$ cat src/logic/acc_pkg.sv
// Purpose: Constants and types for the analog comparator control block.
// Assumes: 32-bit Avalon-MM register bus, byte addresses.
// Notes:   Offsets are byte addresses of 32-bit words.
package acc_pkg;

    // ****************************************************************
    // Register map
    // ****************************************************************
    localparam logic [5:0] OFS_MASKED_IRQ = 6'h00;
    localparam logic [5:0] OFS_RAW_IRQ    = 6'h04;
    localparam logic [5:0] OFS_IRQ_EN     = 6'h08;
    localparam logic [5:0] OFS_REF_CTL    = 6'h10;
    localparam logic [5:0] OFS_OUT_STAT   = 6'h20;
    localparam logic [5:0] OFS_CTL        = 6'h24;

    // ****************************************************************
    // Field positions
    // ****************************************************************
    localparam int BIT_IRQ        = 0;
    localparam int BIT_REF_EN     = 9;
    localparam int BIT_RANGE      = 8;
    localparam int TAP_LSB        = 0;
    localparam int TAP_W          = 4;
    localparam int BIT_OUT_VAL    = 1;
    localparam int BIT_TRIG_EN    = 11;
    localparam int SRC_LSB        = 9;
    localparam int BIT_TLVL       = 7;
    localparam int TRIG_SENSE_LSB = 5;
    localparam int BIT_ILVL       = 4;
    localparam int IRQ_SENSE_LSB  = 2;
    localparam int BIT_INV        = 1;
    localparam logic [31:0] RESET_VAL = 32'h0000_0000;

    // Sense encodings shared by interrupt and trigger paths
    localparam logic [1:0] SENSE_LEVEL = 2'h0;
    localparam logic [1:0] SENSE_FALL  = 2'h1;
    localparam logic [1:0] SENSE_RISE  = 2'h2;
    localparam logic [1:0] SENSE_BOTH  = 2'h3;

    // Positive input source encodings
    localparam logic [1:0] SRC_PIN_VALUE = 2'h0;
    localparam logic [1:0] SRC_POS_PIN   = 2'h1;
    localparam logic [1:0] SRC_INT_REF   = 2'h2;

    // Analog-side controls travel together
    typedef struct packed {
        logic       ladder_power;
        logic       ladder_range_sel;
        logic [3:0] ladder_tap;
        logic [1:0] pos_input_source;
    } acc_analog_ctl_type;

endpackage : acc_pkg

$ cat src/logic/acc_top.sv
// Purpose: Register and event logic around one analog comparator.
// Assumes: Comparator output is asynchronous; Avalon-MM slave, 32-bit data.
// Notes:   waitrequest is low in every cycle; reads answer at the request edge.
//          The previous sample is kept after inversion, so flipping the
//          invert bit is itself seen as an edge by both sense paths.
//          Read data is combinational to keep the bus zero-wait; a flopped
//          read path would cost one wait state per access.
//
// Design decision made here: the Avalon-MM slave port.
`timescale 1ns/10ps
module acc_top #(
    parameter int SYNC_STAGES = 2
) (
    input  wire logic                        core_clk_i,
    input  wire logic                        nrst_i,
    input  wire logic [5:0]                  avs_address_i,
    input  wire logic                        avs_read_i,
    input  wire logic                        avs_write_i,
    input  wire logic [31:0]                 avs_writedata_i,
    input  wire logic [3:0]                  avs_byteenable_i,
    output logic      [31:0]                 avs_readdata_o,
    output logic                             avs_waitrequest_o,
    input  wire logic                        cmp_out_i,
    output acc_pkg::acc_analog_ctl_type      analog_ctl_o,
    output logic                             adc_trigger_o,
    output logic                             irq_o
);

    // ****************************************************************
    // Parameter check
    // ****************************************************************
    initial begin
        if (SYNC_STAGES < 2) begin
            $error("SYNC_STAGES must be at least 2");
        end
    end

    // ****************************************************************
    // Registers
    // ****************************************************************
    logic        raw_irq_reg;
    logic        irq_en_reg;
    logic [31:0] ref_ctl_reg;
    logic [31:0] ctl_reg;
    logic [31:0] readdata_reg;
    logic        adc_trig_reg;
    logic [SYNC_STAGES-1:0] sync_reg;
    logic        prev_reg;
    logic        prev_valid_reg;

    // Sense decoding used twice: once for interrupt, once for trigger
    function automatic logic sense_hit(input logic [1:0] mode, input logic lvl,
                                       input logic cur, input logic prev, input logic pv);
        logic rise;
        logic fall;
        rise = pv & cur & ~prev;
        fall = pv & ~cur & prev;
        case (mode)
            acc_pkg::SENSE_LEVEL: sense_hit = (cur == lvl);
            acc_pkg::SENSE_FALL:  sense_hit = fall;
            acc_pkg::SENSE_RISE:  sense_hit = rise;
            default:              sense_hit = rise | fall;
        endcase
    endfunction : sense_hit

    // ****************************************************************
    // Bus decode
    // ****************************************************************
    wire byte0_en  = avs_byteenable_i[0];
    wire byte1_en  = avs_byteenable_i[1];
    wire wr_mis    = avs_write_i && avs_address_i == acc_pkg::OFS_MASKED_IRQ;
    wire wr_en     = avs_write_i && avs_address_i == acc_pkg::OFS_IRQ_EN;
    wire wr_ref    = avs_write_i && avs_address_i == acc_pkg::OFS_REF_CTL;
    wire wr_ctl    = avs_write_i && avs_address_i == acc_pkg::OFS_CTL;
    // Byte mask for the low 16 bits, which hold every writable bit; upper lanes carry only reserved bits
    wire [31:0] be_mask = {16'h0000, {8{byte1_en}}, {8{byte0_en}}};
    // Writable bits only; everything else stays zero and reads zero
    localparam logic [31:0] REF_MASK = 32'h0000_030F;
    localparam logic [31:0] CTL_MASK = 32'h0000_0EFE;
    wire [31:0] ref_next = (ref_ctl_reg & ~(be_mask & REF_MASK))
                         | (avs_writedata_i & be_mask & REF_MASK);
    wire [31:0] ctl_next = (ctl_reg & ~(be_mask & CTL_MASK))
                         | (avs_writedata_i & be_mask & CTL_MASK);
    wire clr_irq = wr_mis && byte0_en && avs_writedata_i[acc_pkg::BIT_IRQ];

    // ****************************************************************
    // Comparator conditioning
    // ****************************************************************
    wire inv       = ctl_reg[acc_pkg::BIT_INV];
    wire cmp_sync  = sync_reg[SYNC_STAGES-1];
    wire cmp_cond  = cmp_sync ^ inv;
    // Previous sample already holds the inverted value
    wire prev_cond = prev_reg;
    wire [1:0] irq_sense  = ctl_reg[acc_pkg::IRQ_SENSE_LSB +: 2];
    wire [1:0] trig_sense = ctl_reg[acc_pkg::TRIG_SENSE_LSB +: 2];
    // Independent sense paths
    wire irq_hit  = sense_hit(irq_sense, ctl_reg[acc_pkg::BIT_ILVL], cmp_cond,
                              prev_cond, prev_valid_reg);
    wire trig_hit = sense_hit(trig_sense, ctl_reg[acc_pkg::BIT_TLVL], cmp_cond,
                              prev_cond, prev_valid_reg);
    wire masked   = raw_irq_reg & irq_en_reg;

    // ****************************************************************
    // Synchroniser and previous sample; first stage feeds only the second
    // ****************************************************************
    always_ff @(posedge core_clk_i or negedge nrst_i) begin
        if (!nrst_i) begin
            sync_reg       <= '0;
            prev_reg       <= 1'b0;
            prev_valid_reg <= 1'b0;
        end else begin
            sync_reg       <= {sync_reg[SYNC_STAGES-2:0], cmp_out_i};
            prev_reg       <= cmp_cond;
            prev_valid_reg <= 1'b1;
        end
    end

    // Raw flag: a set in the clear cycle wins so no event is lost
    always_ff @(posedge core_clk_i or negedge nrst_i) begin
        if (!nrst_i) begin
            raw_irq_reg <= 1'b0;
        end else if (irq_hit) begin
            raw_irq_reg <= 1'b1;
        end else if (clr_irq) begin
            raw_irq_reg <= 1'b0;
        end
    end

    // Control registers
    always_ff @(posedge core_clk_i or negedge nrst_i) begin
        if (!nrst_i) begin
            irq_en_reg  <= 1'b0;
            ref_ctl_reg <= acc_pkg::RESET_VAL;
            ctl_reg     <= acc_pkg::RESET_VAL;
        end else begin
            if (wr_en && byte0_en) begin
                irq_en_reg <= avs_writedata_i[acc_pkg::BIT_IRQ];
            end
            if (wr_ref) begin
                ref_ctl_reg <= ref_next;
            end
            if (wr_ctl) begin
                ctl_reg <= ctl_next;
            end
        end
    end

    // Trigger pulse from a flop; suppressed entirely when disabled
    always_ff @(posedge core_clk_i or negedge nrst_i) begin
        if (!nrst_i) begin
            adc_trig_reg <= 1'b0;
        end else begin
            adc_trig_reg <= trig_hit & ctl_reg[acc_pkg::BIT_TRIG_EN];
        end
    end

    // ****************************************************************
    // Read path: combinational, zero-wait; unmapped reads return zero
    // ****************************************************************
    always_comb begin
        readdata_reg = 32'h0000_0000;
        case (avs_address_i)
            acc_pkg::OFS_MASKED_IRQ: readdata_reg[acc_pkg::BIT_IRQ] = masked;
            acc_pkg::OFS_RAW_IRQ:    readdata_reg[acc_pkg::BIT_IRQ] = raw_irq_reg;
            acc_pkg::OFS_IRQ_EN:     readdata_reg[acc_pkg::BIT_IRQ] = irq_en_reg;
            acc_pkg::OFS_REF_CTL:    readdata_reg = ref_ctl_reg;
            acc_pkg::OFS_OUT_STAT:   readdata_reg[acc_pkg::BIT_OUT_VAL] = cmp_cond;
            acc_pkg::OFS_CTL:        readdata_reg = ctl_reg;
            default:                 readdata_reg = 32'h0000_0000;
        endcase
    end

    assign avs_readdata_o    = avs_read_i ? readdata_reg : 32'h0000_0000;
    assign avs_waitrequest_o = 1'b0;
    assign irq_o             = masked;
    assign adc_trigger_o     = adc_trig_reg;
    assign analog_ctl_o.ladder_power     = ref_ctl_reg[acc_pkg::BIT_REF_EN];
    assign analog_ctl_o.ladder_range_sel = ref_ctl_reg[acc_pkg::BIT_RANGE];
    assign analog_ctl_o.ladder_tap       = ref_ctl_reg[acc_pkg::TAP_LSB +: acc_pkg::TAP_W];
    assign analog_ctl_o.pos_input_source = ctl_reg[acc_pkg::SRC_LSB +: 2];

    // ****************************************************************
    // Assertions
    // ****************************************************************
    property p_irq_gate;
        @(posedge core_clk_i) disable iff (!nrst_i) irq_o == (raw_irq_reg && irq_en_reg);
    endproperty
    a_irq_gate: assert property (p_irq_gate) else $error("irq not raw AND enable");

    property p_clear;
        @(posedge core_clk_i) disable iff (!nrst_i) clr_irq && !irq_hit |=> !raw_irq_reg;
    endproperty
    a_clear: assert property (p_clear) else $error("W1C did not clear flag");

    property p_set_wins;
        @(posedge core_clk_i) disable iff (!nrst_i) irq_hit |=> raw_irq_reg;
    endproperty
    a_set_wins: assert property (p_set_wins) else $error("raw flag missed event");

    property p_sticky;
        @(posedge core_clk_i) disable iff (!nrst_i) raw_irq_reg && !clr_irq |=> raw_irq_reg;
    endproperty
    a_sticky: assert property (p_sticky) else $error("raw flag dropped");

    property p_trig_off;
        @(posedge core_clk_i) disable iff (!nrst_i)
            !ctl_reg[acc_pkg::BIT_TRIG_EN] |=> !adc_trigger_o;
    endproperty
    a_trig_off: assert property (p_trig_off) else $error("trigger not suppressed");

    property p_rise_trig;
        @(posedge core_clk_i) disable iff (!nrst_i)
            trig_sense == acc_pkg::SENSE_RISE && ctl_reg[acc_pkg::BIT_TRIG_EN] && prev_valid_reg
            && $rose(cmp_cond) && !$changed(ctl_reg) |=> adc_trigger_o;
    endproperty
    a_rise_trig: assert property (p_rise_trig) else $error("rising trigger missed");

    property p_level_irq;
        @(posedge core_clk_i) disable iff (!nrst_i)
            irq_sense == acc_pkg::SENSE_LEVEL && cmp_cond == ctl_reg[acc_pkg::BIT_ILVL] |=> raw_irq_reg;
    endproperty
    a_level_irq: assert property (p_level_irq) else $error("level irq missed");

    property p_edge_prev;
        @(posedge core_clk_i) disable iff (!nrst_i) prev_valid_reg |-> prev_reg == $past(cmp_cond);
    endproperty
    a_edge_prev: assert property (p_edge_prev) else $error("previous sample wrong");

    property p_invert;
        @(posedge core_clk_i) disable iff (!nrst_i)
            avs_read_i && avs_address_i == acc_pkg::OFS_OUT_STAT
            |-> avs_readdata_o[acc_pkg::BIT_OUT_VAL] == (cmp_sync ^ ctl_reg[acc_pkg::BIT_INV]);
    endproperty
    a_invert: assert property (p_invert) else $error("output status wrong");

    // Ladder controls follow a write in the next cycle
    property p_ladder_power;
        @(posedge core_clk_i) disable iff (!nrst_i)
            wr_ref && byte1_en |=> analog_ctl_o.ladder_power == $past(avs_writedata_i[acc_pkg::BIT_REF_EN]);
    endproperty
    a_ladder_power: assert property (p_ladder_power) else $error("ladder power wrong");

    property p_ladder_range;
        @(posedge core_clk_i) disable iff (!nrst_i)
            wr_ref && byte1_en |=> analog_ctl_o.ladder_range_sel == $past(avs_writedata_i[acc_pkg::BIT_RANGE]);
    endproperty
    a_ladder_range: assert property (p_ladder_range) else $error("ladder range wrong");

    property p_ladder_tap;
        @(posedge core_clk_i) disable iff (!nrst_i)
            wr_ref && byte0_en
            |=> analog_ctl_o.ladder_tap == $past(avs_writedata_i[acc_pkg::TAP_LSB +: acc_pkg::TAP_W]);
    endproperty
    a_ladder_tap: assert property (p_ladder_tap) else $error("ladder tap wrong");

    property p_source_sel;
        @(posedge core_clk_i) disable iff (!nrst_i)
            wr_ctl && byte1_en
            |=> analog_ctl_o.pos_input_source == $past(avs_writedata_i[acc_pkg::SRC_LSB +: 2]);
    endproperty
    a_source_sel: assert property (p_source_sel) else $error("input source wrong");

    // Trigger passes when enabled
    property p_trig_pass;
        @(posedge core_clk_i) disable iff (!nrst_i)
            trig_hit && ctl_reg[acc_pkg::BIT_TRIG_EN] |=> adc_trigger_o;
    endproperty
    a_trig_pass: assert property (p_trig_pass) else $error("enabled trigger lost");

    property p_level_trig;
        @(posedge core_clk_i) disable iff (!nrst_i)
            trig_sense == acc_pkg::SENSE_LEVEL && ctl_reg[acc_pkg::BIT_TRIG_EN]
            && cmp_cond == ctl_reg[acc_pkg::BIT_TLVL] |=> adc_trigger_o;
    endproperty
    a_level_trig: assert property (p_level_trig) else $error("level trigger missed");

    property p_fall_trig;
        @(posedge core_clk_i) disable iff (!nrst_i)
            trig_sense == acc_pkg::SENSE_FALL && ctl_reg[acc_pkg::BIT_TRIG_EN] && prev_valid_reg
            && $fell(cmp_cond) && !$changed(ctl_reg) |=> adc_trigger_o;
    endproperty
    a_fall_trig: assert property (p_fall_trig) else $error("falling trigger missed");

    property p_fall_irq;
        @(posedge core_clk_i) disable iff (!nrst_i)
            irq_sense == acc_pkg::SENSE_FALL && prev_valid_reg
            && $fell(cmp_cond) && !$changed(ctl_reg) |=> raw_irq_reg;
    endproperty
    a_fall_irq: assert property (p_fall_irq) else $error("falling irq missed");

    property p_low_irq;
        @(posedge core_clk_i) disable iff (!nrst_i)
            irq_sense == acc_pkg::SENSE_LEVEL && !ctl_reg[acc_pkg::BIT_ILVL] && !cmp_cond |=> raw_irq_reg;
    endproperty
    a_low_irq: assert property (p_low_irq) else $error("low level irq missed");

    // Reserved control bits never read back
    property p_ctl_reserved;
        @(posedge core_clk_i) disable iff (!nrst_i)
            avs_read_i && avs_address_i == acc_pkg::OFS_CTL |-> (avs_readdata_o & ~CTL_MASK) == 32'h0000_0000;
    endproperty
    a_ctl_reserved: assert property (p_ctl_reserved) else $error("reserved bits set");

    property p_masked_read;
        @(posedge core_clk_i) disable iff (!nrst_i)
            avs_read_i && avs_address_i == acc_pkg::OFS_MASKED_IRQ
            |-> avs_readdata_o[acc_pkg::BIT_IRQ] == (raw_irq_reg && irq_en_reg);
    endproperty
    a_masked_read: assert property (p_masked_read) else $error("masked status wrong");

    property p_irq_off;
        @(posedge core_clk_i) disable iff (!nrst_i) !irq_en_reg |-> !irq_o;
    endproperty
    a_irq_off: assert property (p_irq_off) else $error("irq while disabled");

endmodule : acc_top

$ cat config.mk
export PLATFORM = sky130hd
export DESIGN_NAME = acc_top
export DESIGN_NICKNAME = d
export VERILOG_FILES = /design/src/logic/acc_pkg.sv /design/src/logic/acc_top.sv
export SDC_FILE = /design/constraint.sdc
export NUM_CORES = 1
export LEC_CHECK = 0
export BUFFER_PORTS_ARGS = -buffer_cell sky130_fd_sc_hd__clkbuf_2
export CAP_MARGIN = 20
export CORE_UTILIZATION = 41
export CTS_BUF_LIST = sky130_fd_sc_hd__clkbuf_4
export CTS_CLUSTER_SIZE = 16
export DETAILED_ROUTE_END_ITERATION = 12
export GPL_TIMING_DRIVEN = 0
export PLACE_DENSITY_LB_ADDON = 0.1
export SYNTH_ARGS = -nofsm -noshare
export SYNTH_HDL_FRONTEND = slang
export SYNTH_SLANG_ARGS = --single-unit
$ cat constraint.sdc
create_clock -name core_clk_i -period 3.4 [get_ports core_clk_i]
set_input_delay 0.68 -clock core_clk_i [delete_from_list [all_inputs] [get_ports core_clk_i]]
set_output_delay 0.68 -clock core_clk_i [all_outputs]
set_load 0.05 [all_outputs]
Word level (Yosys, flattened, before mapping)
Cells that the tools add are included.

word-level totals
  output and inout port bits = 43
  bits in writable memories = 0
  memories = 0
  register bits = 71
  bits in read-only memories = 0
  bits in latches = 0

cells by class
  multiply operators = 0
  equal/unequal tests = 11
  reduce and logical (&&, ||, !) cells = 11
  shift-type cells = 0
  bitwise gates (word level) = 17
  multiplexer cells = 8
  div/mod/pow operators = 0
  order comparisons = 0
  add/sub/neg operators = 0

operators with widths
  kind                count
  $and 32x32->32      2
  $pmux 30 s2         1
  $mux 32             1
  $not 10->32         1
  $not 12->32         1
  $or 32x10->32       1
  $or 32x12->32       1
  $and 12x12->12      1
  $eq 6x6->1 const B  2
  $pmux 1 s3          3
  $logic_and 1x1->1   7
  $and 1x1->1         6
  $eq 6x3->1 const B  1
  $eq 6x4->1 const B  1
  $eq 6x5->1 const B  1
  $logic_not 6->1     1
  $pmux 1 s5          1
  $eq 2x1->1 const B  2
  $eq 2x2->1 const B  2
  $logic_not 2->1     2
  $eq 1x1->1          2
  $mux 1              2
  $not 1->1           2
  $reduce_bool 2->1   1
  other kinds (2)     2

Longest topological paths before layout
  depth after elaboration = 7
  gate-level depth with buffers = 4
  depth with buffers taken out = 4

Worst setup path after synthesis
No wires, ideal clock.

  path type = input to output
  from = input avs_address_i[3]
  to = output avs_readdata_o[2]
  path slack = 406 ps
  cell stages on the path = 3
  required time = 2720 ps
  path buffers = 0
  data arrival time = 2314 ps
  path through = nor3_2 nand3_1 a21boi_0

on the way
  word-level cells in the longest chain between the ends = 3

ends and longest elaborated chain
  element                                   line            text
  start, declared                           acc_top.sv:16   input wire logic [5:0] avs_address_i,
  $eq 6x6->1 or $eq 6x5->1 (tied branches)  acc_top.sv:162  case (avs_address_i)
  $pmux 30 s2 *                             acc_top.sv:162
  $mux 32 *                                 acc_top.sv:173  assign avs_readdata_o = avs_read_i ? readdata_reg : 32'h0000_0000;
  end, declared                             acc_top.sv:21   output logic [31:0] avs_readdata_o,

Every way passes the cells marked *; elsewhere a longest branch is shown, timed or not.

Final worst setup path
  from = input avs_address_i[3]
  to = output avs_readdata_o[1]

on the way
  word-level cells in the longest chain between the ends = 3

ends and longest elaborated chain
  element                                   line
  $eq 6x6->1 or $eq 6x5->1 (tied branches)  acc_top.sv:162
  $pmux 1 s3 *                              acc_top.sv:162
  $mux 32 *                                 acc_top.sv:173

Marks and branches as above.

==> impl_summary.txt <==
----------------------------------------------------
[Final layout]
  Post-synthesis to final-layout area growth ... 28.4%
  Net count reported at finish ... 244
  Final instance area ... 1760 sq um
  Share of layout cells above drive strength 1 ... 48.5%
  Inserted Diodes ... 0

[STA]
  Number of hold violations in the final report ... 0
  Finish-stage setup viols ... 0
  Share of the cycle needed by the critical path after routing ... 84.6%
  Period minus WS final ... 2.88 ns
  Slew at the pin with the worst max-slew slack ... 0.604 ns
  Hold_ws ... 0.343 ns
  Headroom to the max-slew limit ... 59.5%
  RSZ-0062 raised after global routing ... no
  Highest clock frequency the design can meet ... 348 MHz
  Worst clock skew ... 0.00117 ns
  Setup TNS after final layout ... 0 ns
  Slew Viols, Final ... 0

[Power and ir drop]
  Leakage power figure ... 0.945 nW
  Pwr Total ... 636 uW
  Worst IR drop on VDD ... 0.274 mV
  Pwr Density ... 361 nW/um^2

[Synth]
  Distinct cells, synth ... 31
  Yosys warnings ... 0
  Synthesized area per cell ... 10.9 sq um
  Cell count after synthesis ... 126
  Post-synth ARST share ... 100%
  Number of enable flip-flop cells after synthesis ... 0
  Post-synth top cells ... buf_4 (23), dfrtp_1 (23), mux2_2 (17)
  Dominant cells by area after synthesis ... dfrtp_1 (42%), mux2_2 (14%), buf_4 (13%)
  Proportion of synthesized chip area in sequential cells ... 41.9%
  Share of Yosys cell area claimed by the top area cell type ... 41.9%
  Top cell type by total area after synthesis ... dfrtp_1
  Dominant register cell in the synthesized netlist ... dfrtp_1
  Cell Area, Synth ... 1370 sq um
  Synthesis-stage register bit count ... 23

[Worst setup path]
  Type of origin of the critical path ... input port
  Endpoint arrival time on the critical path ... 2.20 ns
  Setup slack, reg-to-reg ... 1.89 ns
  Data required time at the worst endpoint ... 2.72 ns
  Cell with the biggest individual delay on the critical path ... or3_1
  Critical Setup Path Class ... in2out
  Maximum fanout encountered on the critical timing path ... 7
  Element type at the critical path end ... primary output
  Critical Path Max Stage Delay ... 0.39 ns
  Most repeated library cell on the critical path ... clkbuf_2
  Cell chain of the critical path ... clkbuf_2 -> or3_1 -> buf_6 -> nor2_1 -> a32o_1 -> clkbuf_2

[Clock network]
  Hold_buf cts ... 0
  Clock root buffer ... clkbuf_4
  TritonCTS clock tree ... yes
  Number of clock sinks seen by CTS ... 23
  CTS HTree Levels ... 1
  Clock buffer depth ... 2
  Number of buffers created by CTS ... 3
  Reg clk slew, reported paths ... 0.12 ns
  Worst-skew pair later-pin latency ... 0.30 ns
  Post_cts resized ... 0
  Post-CTS setup buffer count ... 0

[Global route]
  Number of global-route vias before repair ... 1008
  Pin count of the biggest net entering global routing ... 24
  Wire length of the first global-routing pass ... 4640 microns
  Initial antenna violation count ... 0
  Overall routing resource usage ... 17.7%
  Total congestion overflow ... 0

[Place]
  GP Congestion ... 0.839
  Post-DP HPWL ... 2290 microns
  Port buffer count ... 46
  Standard cell area after detailed placement ... 1730 sq um

[Run status]
  Result of the run ... finished clean

[Hold path]
  Worst min-delay path class ... in2async

[Floorplanning]
  Die area ... 3580 sq um
  # rows ... 20
  I/O pin count ... 90
  Area inside the core boundary ... 3100 sq um
  Vertical extent of the die ... 59.9 microns
  Initial core utilization ... 44.2%
  Die boundary width ... 59.9 microns

[Route]
  Via count ... 1117
  Final ANT Viol Nets ... 0
  Routed wirelength normalized by instance count ... 11.9 microns
  Router iterations before antenna repair ... 4
  Number of DRC markers in iteration 0 ... 25
  Post-detailed-routing wire length ... 2860 microns
  Number of design rule violations left after detail routing ... 0
  Vias per cell ... 4.65

[Flow run]
  Max-capacitance violation count ... 0

----------------------------------------------------
[where the power goes]
group / total, mW / switching, mW / internal (mW)
sequential: 0.310 / 0.0160 / 0.294
combinational: 0.191 / 0.129 / 0.0625
clock: 0.135 / 0.0810 / 0.0537
[cell type report]
| class | count | area, sq um |
|---|---|---|
| Fill cell | 299 | 1340 |
| Inverter | 1 | 3.75 |
| Multi-Input combinational cell | 97 | 681 |
| Clock buffer | 4 | 30.0 |
| Buffer | 25 | 188 |
| Timing Repair Buffer | 46 | 230 |
| Sequential cell | 23 | 576 |
| Tap cell | 44 | 55.1 |
[stage by stage]
stage	util, %	setup slack (ns)	instances
2_1_floorplan	-	0.406	146
3_3_place_gp	55.8	0.498	236
3_5_place_dp	55.8	0.492	236
4_1_cts	56.8	0.487	240
5_1_grt	56.8	0.431	240
6_report	56.8	0.523	240
[worst max-delay path: cells and delay by family]
family                 cells  cell delay, ns
AND/OR/NAND/NOR            2            0.76
AO/OA/AOI/OAI              1            0.23
buffers and inverters      3            0.53
[layer usage]
layer | GRT usage (%) | part of all wire [%] | vias to the layer above
met1 | 22.6 | 44 | 506
met4 | 7.64 | 0.95 | 0
met3 | 3.68 | 8.2 | 4
met2 | 28.7 | 47 | 56
li1 | - | - | 551
met5 | 0 | 0 | -
[final timing paths]
kind	from	to	cells past startpoint
max	avs_address_i[3]	avs_readdata_o[1]	6
min	nrst_i	irq_en_reg	1
max reg2reg	register	raw_irq_reg	4
min reg2reg	sync_reg[0]	sync_reg[1]	0
max in group asynchronous	nrst_i	asynchronous set/reset pin	1
min in group core_clk_i	sync_reg[0]	sync_reg[1]	0
[cell usage in the layout, fill, tap and decap left out, types with 3 or more instances in the layout]
master,netlist,routed
nand3b_1,5,5
or3_1,3,3
and3_1,6,6
dfrtp_1,23,23
nand3_1,9,9
conb_1,2,22
clkbuf_4,0,4
mux2_2,17,17
clkbuf_2,0,46
nand2_1,3,3
xnor2_1,3,3
a21boi_0,3,3
buf_4,23,23
[logic make-up after synthesis]
group | Yosys count | share of synthesized area [%]
AO/OA/AOI/OAI | 10 | 5.65
XOR/XNOR | 3 | 1.91
buffers and inverters | 26 | 13.9
flip-flops | 23 | 41.9
multiplexers | 19 | 15.4
other | 2 | 0.547
AND/OR/NAND/NOR | 43 | 20.6
(Power assumes the default switching activity.)
